<file path="src/hw/adg_pkg.sv">
package adg_pkg;

  // ----------------------------------------------------------------
  // register offsets on the serial control port
  // ----------------------------------------------------------------
  localparam logic [6:0] ADG_OFS_POWER = 7'h00;
  localparam logic [6:0] ADG_OFS_LIG_L = 7'h01;
  localparam logic [6:0] ADG_OFS_LIG_R = 7'h02;
  localparam logic [6:0] ADG_OFS_MPG_L = 7'h03;
  localparam logic [6:0] ADG_OFS_MPG_R = 7'h04;

  // ----------------------------------------------------------------
  // values after reset
  // ----------------------------------------------------------------
  localparam logic [7:0] ADG_RST_POWER = 8'h00;
  localparam logic [4:0] ADG_RST_LIG = 5'h05;
  localparam logic [5:0] ADG_RST_MPG = 6'h08;

  // ----------------------------------------------------------------
  // field positions and frame counts
  // ----------------------------------------------------------------
  localparam int ADG_BIT_AMP = 7;
  localparam int ADG_BIT_AUX = 6;
  localparam int ADG_BIT_CONV_R = 5;
  localparam int ADG_BIT_CONV_L = 4;
  localparam int ADG_BIT_LO_R = 3;
  localparam int ADG_BIT_LO_L = 2;
  localparam int ADG_BIT_LI_R = 1;
  localparam int ADG_BIT_LI_L = 0;
  localparam logic [4:0] ADG_CMD_LAST = 5'h07;
  localparam logic [4:0] ADG_DATA_FIRST = 5'h08;
  localparam logic [4:0] ADG_FRAME_LAST = 5'h0F;
  localparam logic [4:0] ADG_FRAME_BITS = 5'h10;

  // ----------------------------------------------------------------
  // carriers
  // ----------------------------------------------------------------
  typedef struct packed {
    logic amp_driver_power_on;
    logic aux_amp_power_on;
    logic right_converter_power_on;
    logic left_converter_power_on;
    logic right_lineout_power_on;
    logic left_lineout_power_on;
    logic right_linein_power_on;
    logic left_linein_power_on;
  } adg_power_t;

  typedef struct packed {
    logic [1:0] cs_sync;
    logic [1:0] sck_sync;
    logic [1:0] mosi_sync;
    logic sck_prev;
    logic [4:0] bit_cnt;
    logic [7:0] cmd;
    logic [7:0] data;
    logic [7:0] out_shift;
    logic miso;
    adg_power_t power;
    logic [4:0] lig_l;
    logic [4:0] lig_r;
    logic [5:0] mpg_l;
    logic [5:0] mpg_r;
  } adg_state_t;

endpackage

</file>
<file path="src/hw/adg_regs.sv">
`timescale 1ns/100ps
`default_nettype none

module adg_regs
  import adg_pkg::*;
(
  input wire logic clk_sys,
  input wire logic sys_rst,
  input wire logic spi_cs_n,
  input wire logic spi_sclk,
  input wire logic spi_mosi,
  output logic spi_miso,
  output adg_power_t power,
  output logic [4:0] left_input_gain_sel,
  output logic [4:0] right_input_gain_sel,
  output logic [5:0] left_playback_gain_sel,
  output logic [5:0] right_playback_gain_sel
);

  // ----------------------------------------------------------------
  // state
  // ----------------------------------------------------------------
  adg_state_t st;
  adg_state_t next_st;
  logic sck_rise;
  logic sck_fall;
  logic wr_commit;
  logic rd_load;
  logic [7:0] wr_data;

  // unused upper bits are never stored, so they cannot read back
  function automatic logic [7:0] read_mux(input adg_state_t s, input logic [6:0] a);
    logic [7:0] v;
    v = 8'h00;
    unique case (a)
      ADG_OFS_POWER: v = s.power;
      ADG_OFS_LIG_L: v = {3'h0, s.lig_l};
      ADG_OFS_LIG_R: v = {3'h0, s.lig_r};
      ADG_OFS_MPG_L: v = {2'h0, s.mpg_l};
      ADG_OFS_MPG_R: v = {2'h0, s.mpg_r};
      default: v = 8'h00;
    endcase
    return v;
  endfunction

  // ----------------------------------------------------------------
  // serial frame: 1 read flag, 7 address bits, 8 data bits, msb first
  // ----------------------------------------------------------------
  always_comb begin
    next_st = st;
    wr_commit = 1'b0;
    rd_load = 1'b0;
    wr_data = st.data;
    sck_rise = st.sck_sync[1] && !st.sck_prev;
    sck_fall = !st.sck_sync[1] && st.sck_prev;
    next_st.cs_sync = {st.cs_sync[0], spi_cs_n};
    next_st.sck_sync = {st.sck_sync[0], spi_sclk};
    next_st.mosi_sync = {st.mosi_sync[0], spi_mosi};
    // a third stage for the edge test, so no logic ever reads a settling flop
    next_st.sck_prev = st.sck_sync[1];
    if (st.cs_sync[1]) begin
      // deselect aborts any partial frame; nothing is committed
      next_st.bit_cnt = 5'h00;
      next_st.miso = 1'b0;
    end else if (sck_rise && st.bit_cnt != ADG_FRAME_BITS) begin
      // parks at the frame length so trailing clocks cannot wrap into a new frame
      next_st.bit_cnt = st.bit_cnt + 5'h01;
      if (st.bit_cnt <= ADG_CMD_LAST) begin
        next_st.cmd = {st.cmd[6:0], st.mosi_sync[1]};
      end else begin
        next_st.data = {st.data[6:0], st.mosi_sync[1]};
        wr_data = next_st.data;
      end
      if (st.bit_cnt == ADG_CMD_LAST && next_st.cmd[7]) begin
        rd_load = 1'b1;
        next_st.out_shift = read_mux(st, next_st.cmd[6:0]);
      end
      if (st.bit_cnt == ADG_FRAME_LAST && !st.cmd[7]) begin
        wr_commit = 1'b1;
        unique case (st.cmd[6:0])
          ADG_OFS_POWER: begin
            next_st.power.amp_driver_power_on = wr_data[ADG_BIT_AMP];
            next_st.power.aux_amp_power_on = wr_data[ADG_BIT_AUX];
            next_st.power.right_converter_power_on = wr_data[ADG_BIT_CONV_R];
            next_st.power.left_converter_power_on = wr_data[ADG_BIT_CONV_L];
            next_st.power.right_lineout_power_on = wr_data[ADG_BIT_LO_R];
            next_st.power.left_lineout_power_on = wr_data[ADG_BIT_LO_L];
            next_st.power.right_linein_power_on = wr_data[ADG_BIT_LI_R];
            next_st.power.left_linein_power_on = wr_data[ADG_BIT_LI_L];
          end
          ADG_OFS_LIG_L: next_st.lig_l = wr_data[4:0];
          ADG_OFS_LIG_R: next_st.lig_r = wr_data[4:0];
          ADG_OFS_MPG_L: next_st.mpg_l = wr_data[5:0];
          ADG_OFS_MPG_R: next_st.mpg_r = wr_data[5:0];
          default: begin
          end
        endcase
      end
    end else if (sck_fall && st.bit_cnt >= ADG_DATA_FIRST && st.bit_cnt != ADG_FRAME_BITS) begin
      // shift on the falling edge so the master samples a settled bit
      next_st.miso = st.out_shift[7];
      next_st.out_shift = {st.out_shift[6:0], 1'b0};
    end
  end

  // ----------------------------------------------------------------
  // register
  // ----------------------------------------------------------------
  always_ff @(posedge clk_sys) begin
    if (sys_rst) begin
      // clearing the whole struct first keeps counter and shifters at a known idle
      st <= '0;
      // select starts deselected so a pin glitch at release cannot open a frame
      st.cs_sync <= 2'h3;
      st.power <= ADG_RST_POWER;
      st.lig_l <= ADG_RST_LIG;
      st.lig_r <= ADG_RST_LIG;
      st.mpg_l <= ADG_RST_MPG;
      st.mpg_r <= ADG_RST_MPG;
    end else begin
      st <= next_st;
    end
  end

  assign spi_miso = st.miso;
  assign power = st.power;
  assign left_input_gain_sel = st.lig_l;
  assign right_input_gain_sel = st.lig_r;
  assign left_playback_gain_sel = st.mpg_l;
  assign right_playback_gain_sel = st.mpg_r;
endmodule

`default_nettype wire

</file>
<file path="config.mk">
export PLATFORM = sky130hd
export DESIGN_NAME = adg_regs
export DESIGN_NICKNAME = d
export VERILOG_FILES = /design/src/hw/adg_pkg.sv /design/src/hw/adg_regs.sv
export SDC_FILE = /design/constraint.sdc
export NUM_CORES = 1
export LEC_CHECK = 0
export BUFFER_PORTS_ARGS = -buffer_cell sky130_fd_sc_hd__buf_2
export CORE_UTILIZATION = 61
export CTS_BUF_LIST = sky130_fd_sc_hd__clkbuf_4
export CTS_CLUSTER_SIZE = 10
export DETAILED_ROUTE_END_ITERATION = 6
export PLACE_DENSITY = 0.82
export SLEW_MARGIN = 10
export SYNTH_ARGS = -nofsm -noshare
export SYNTH_HDL_FRONTEND = slang
export SYNTH_SLANG_ARGS = --single-unit
</file>
<file path="constraint.sdc">
create_clock -name clk_sys -period 2.67 [get_ports clk_sys]
set_input_delay 0.4005 -clock clk_sys [delete_from_list [all_inputs] [get_ports clk_sys]]
set_output_delay 0.4005 -clock clk_sys [all_outputs]
set_load 0.05 [all_outputs]
</file>
==> results.md <==
* MaxCap Viol Count at 0
* Post-route setup slack at 219 ps
* Worst Max-Slew Pin Slew at 568 ps
* Worst VDD drop at 292 uV
* Post-route setup TNS at 0 ps
* Worst r2r path cells at 6
* CORE AREA at 0.00554 mm^2
* Vias in the first global route at 2664
* H-tree Lvls at 3
* #FFs+latches synth at 67
* Async SR Flop Fraction at 0%
* Ant. Diodes at 0
* Total Power Consumption at 1590 uW
* Place WS at 255 ps
* Die Height at 78.2 um
* Placer Congestion at 0.925
* Yosys warnings at 0
* Worst hold endpoint: next_st[66]
* Leading area contributor after synthesis: dfxtp_1
* IO Pins at 36
* Crit-path leading delay family: compound AO/OA/AOI/OAI gates
* Crit path DAT at 2790 ps
* Avg Cell Area, Syn at 8.51 um^2
* Cts bufs inserted at 9
* Via count at 3043
* Synth top area share at 37.9%
* Syn Inst Count at 416
* Grt peak-use layer: met2
* Clock skew at 11.2 ps
* Static leakage at 0.00136 uW
* Synthesized area at 0.00354 mm^2
* Largest net degree at the start of global routing at 49
* Final Hold Fails at 0
* WL final at 8390 um
* DRT iter0 DRCs at 294
* Worst Path Required at 3010 ps
* Syn Nets at 424
* Met3 GRT Util at 6.86%
* Slowest cell delay on critical path at 500 ps
* Total global-route track usage at 28.8%
* Routed vias/inst at 6.15
* Met2 Use GR at 43.4%
* Post-Route Utilization at 65.8%
* Area of the multi-input gates at 0.00183 mm^2
* Fillers at 490
* # clock sinks at 67
* Setup CP Type: flop to flop
* Die area at 0.00611 mm^2
* Critical path capture point type: flop
* Largest cells by area after synthesis: dfxtp_1 38%, mux2i_1 6.8%, buf_4 6.4%, nor2_1 4.7%, nand2_1 4.6%
* Slowest CP cell: a2111o_1
* Area Growth Syn to Fin at 2.97%
* Post-CTS Setup Bufs at 0
* F_max at 0.408 GHz
* R2R Path End: st[31]
* First-pass GRT wire length at 13400 um
* Routing usage on met1 at 39.5%
* Final min period at 2450 ps
* # rows at 27
* Layout cells sized above 1 at 18.2%
* CTS Root Cell: clkbuf_4
* TritonCTS clock tree: done
* Reg2Reg Setup Slack at 220 ps
* First-pass DRT Iterations at 6
* Clk_lat worst skew at 420 ps
* Final HPWL DP at 6040 um
* Hold depth at 2
* Seq/Total Area, Yosys at 37.9%
* Outcome: complete, no violations
* Yosys cell types at 55
* Final Max Tran Viols at 0
* Hold Path Class: input port to flop
* CP Max Fanout at 8
* Crit share post-route at 91.8%
* Reg clk slew, reported paths at 110 ps
* Top-count cell post-synth: dfxtp_1
* Remaining antenna violation count after routing at 0
* Hold Crit Start: spi_cs_n
* RSZ-0062 raised after global routing: no
* Initial cell density of the core at 63.9%
* Max_slew headroom at 61.0%
* Reg2reg start: st[55]
* Avg WL per Cell at 17.0 um
* Post-synth EDFFs at 0
* Cell Chain, Critical Path: ha_1 > nand4b_1 > a2111o_1 > a21oi_1 > nand2_1 > a311oi_1
* NumNets Final at 427
* Initial antenna violation count at 0
* CP Launch Type: flop
* DRC viols at 0
* Grt total ovfl at 0
* Worst path buffer plus inverter count at 0
* Power Dens Cells at 437 mW/mm^2
* Die X at 78.2 um
* CTS max path bufs at 2
* Worst Setup SP: st[55]
* Commonest cells post-synth: 67 x dfxtp_1, 44 x nor2_1, 43 x nand2_1, 30 x a21oi_1, 30 x buf_4
* Final hold slack at 160 ps
* Prevailing post-synth register cell: dfxtp_1
* Setup violations, final at 0
* FF+latch area at 0.00134 mm^2
* Port Buffers at 35
[flip-flops by register name, summed over array words and instances (netlist names)]
| register | cells |
|---|---|
| left_input_gain_sel | 5 |
| left_playback_gain_sel | 6 |
| next_st | 4 |
| power | 8 |
| right_input_gain_sel | 5 |
| right_playback_gain_sel | 6 |
| spi_miso | 1 |
| st | 32 |
[through the flow]
stage          instance area, um^2  std cells
2_1_floorplan                 3540        416
4_1_cts                       3640        495
3_3_place_gp                  3550        480
5_1_grt                       3640        495
3_5_place_dp                  3550        480
6_report                      3640        495
[cells by family (layout without fill, tap and decap cells)]
group | count (synthesis) | in the layout | synth area share, %
XOR/XNOR | 3 | 3 | 0.743
buffers and inverters | 63 | 70 | 10.5
AND/OR/NAND/NOR | 167 | 167 | 25.2
AO/OA/AOI/OAI | 83 | 83 | 15.9
adder cells (fa/ha/maj) | 3 | 3 | 1.06
flip-flops | 67 | 67 | 37.9
multiplexers | 30 | 30 | 8.70
[routing by layer]
metal,vias to the layer above,routed length [um]
met3,23,757
met4,0,159
met5,-,0
li1,1461,-
met2,138,3690
met1,1421,3790
[worst max-delay path by stage]
stage                              end  slack, ps  depth (start not counted)
2_1_floorplan  right_input_gain_sel[0]        510                          8
3_3_place_gp                  power[2]        360                          8
3_5_place_dp                  power[0]        260                          8
4_1_cts                       power[0]        220                          8
5_1_grt         left_input_gain_sel[0]         20                          8
6_report                        st[31]        220                          6
[repair_timing]
item / in CTS / in global routing
endpoints found under the setup margin: 0 / 4
hold buffers: 0 / 0
gates resized for setup: 0 / 1
[layout by cell type (no fill, tap or decap), types with 4 or more instances in the layout]
cell type | netlist | routed
nand2_1 | 43 | 43
and3_1 | 6 | 5
buf_4 | 30 | 10
o21ai_0 | 8 | 8
nor4_1 | 5 | 5
a211oi_1 | 17 | 17
nand2b_1 | 6 | 6
a21oi_1 | 30 | 30
nor2b_1 | 8 | 8
mux2i_1 | 24 | 24
inv_1 | 10 | 10
buf_2 | 5 | 35
clkbuf_4 | 0 | 10
nand4_1 | 4 | 4
nand3_1 | 20 | 20
mux2_2 | 6 | 6
nor2_1 | 44 | 44
dfxtp_1 | 67 | 67
and2_1 | 7 | 7
a31oi_1 | 5 | 5
[power breakdown]
group	internal, uW	switching (uW)	leakage (uW)
clock network	185	348	0.0000585
registers	1000	4.63	0.000541
logic	15.5	33.8	0.000761
total	1200	386	0.00136
[layout make-up]
type | count | share of cell area [%]
Multi-Input combinational cell | 286 | 50.2
Sequential cell | 67 | 36.8
Timing Repair Buffer | 45 | 6.87
Tap cell | 72 | 2.47
Clock buffer | 10 | 2.06
Inverter | 10 | 1.03
Clock inverter | 5 | 0.584
Power figures use the tool's default switching activity.
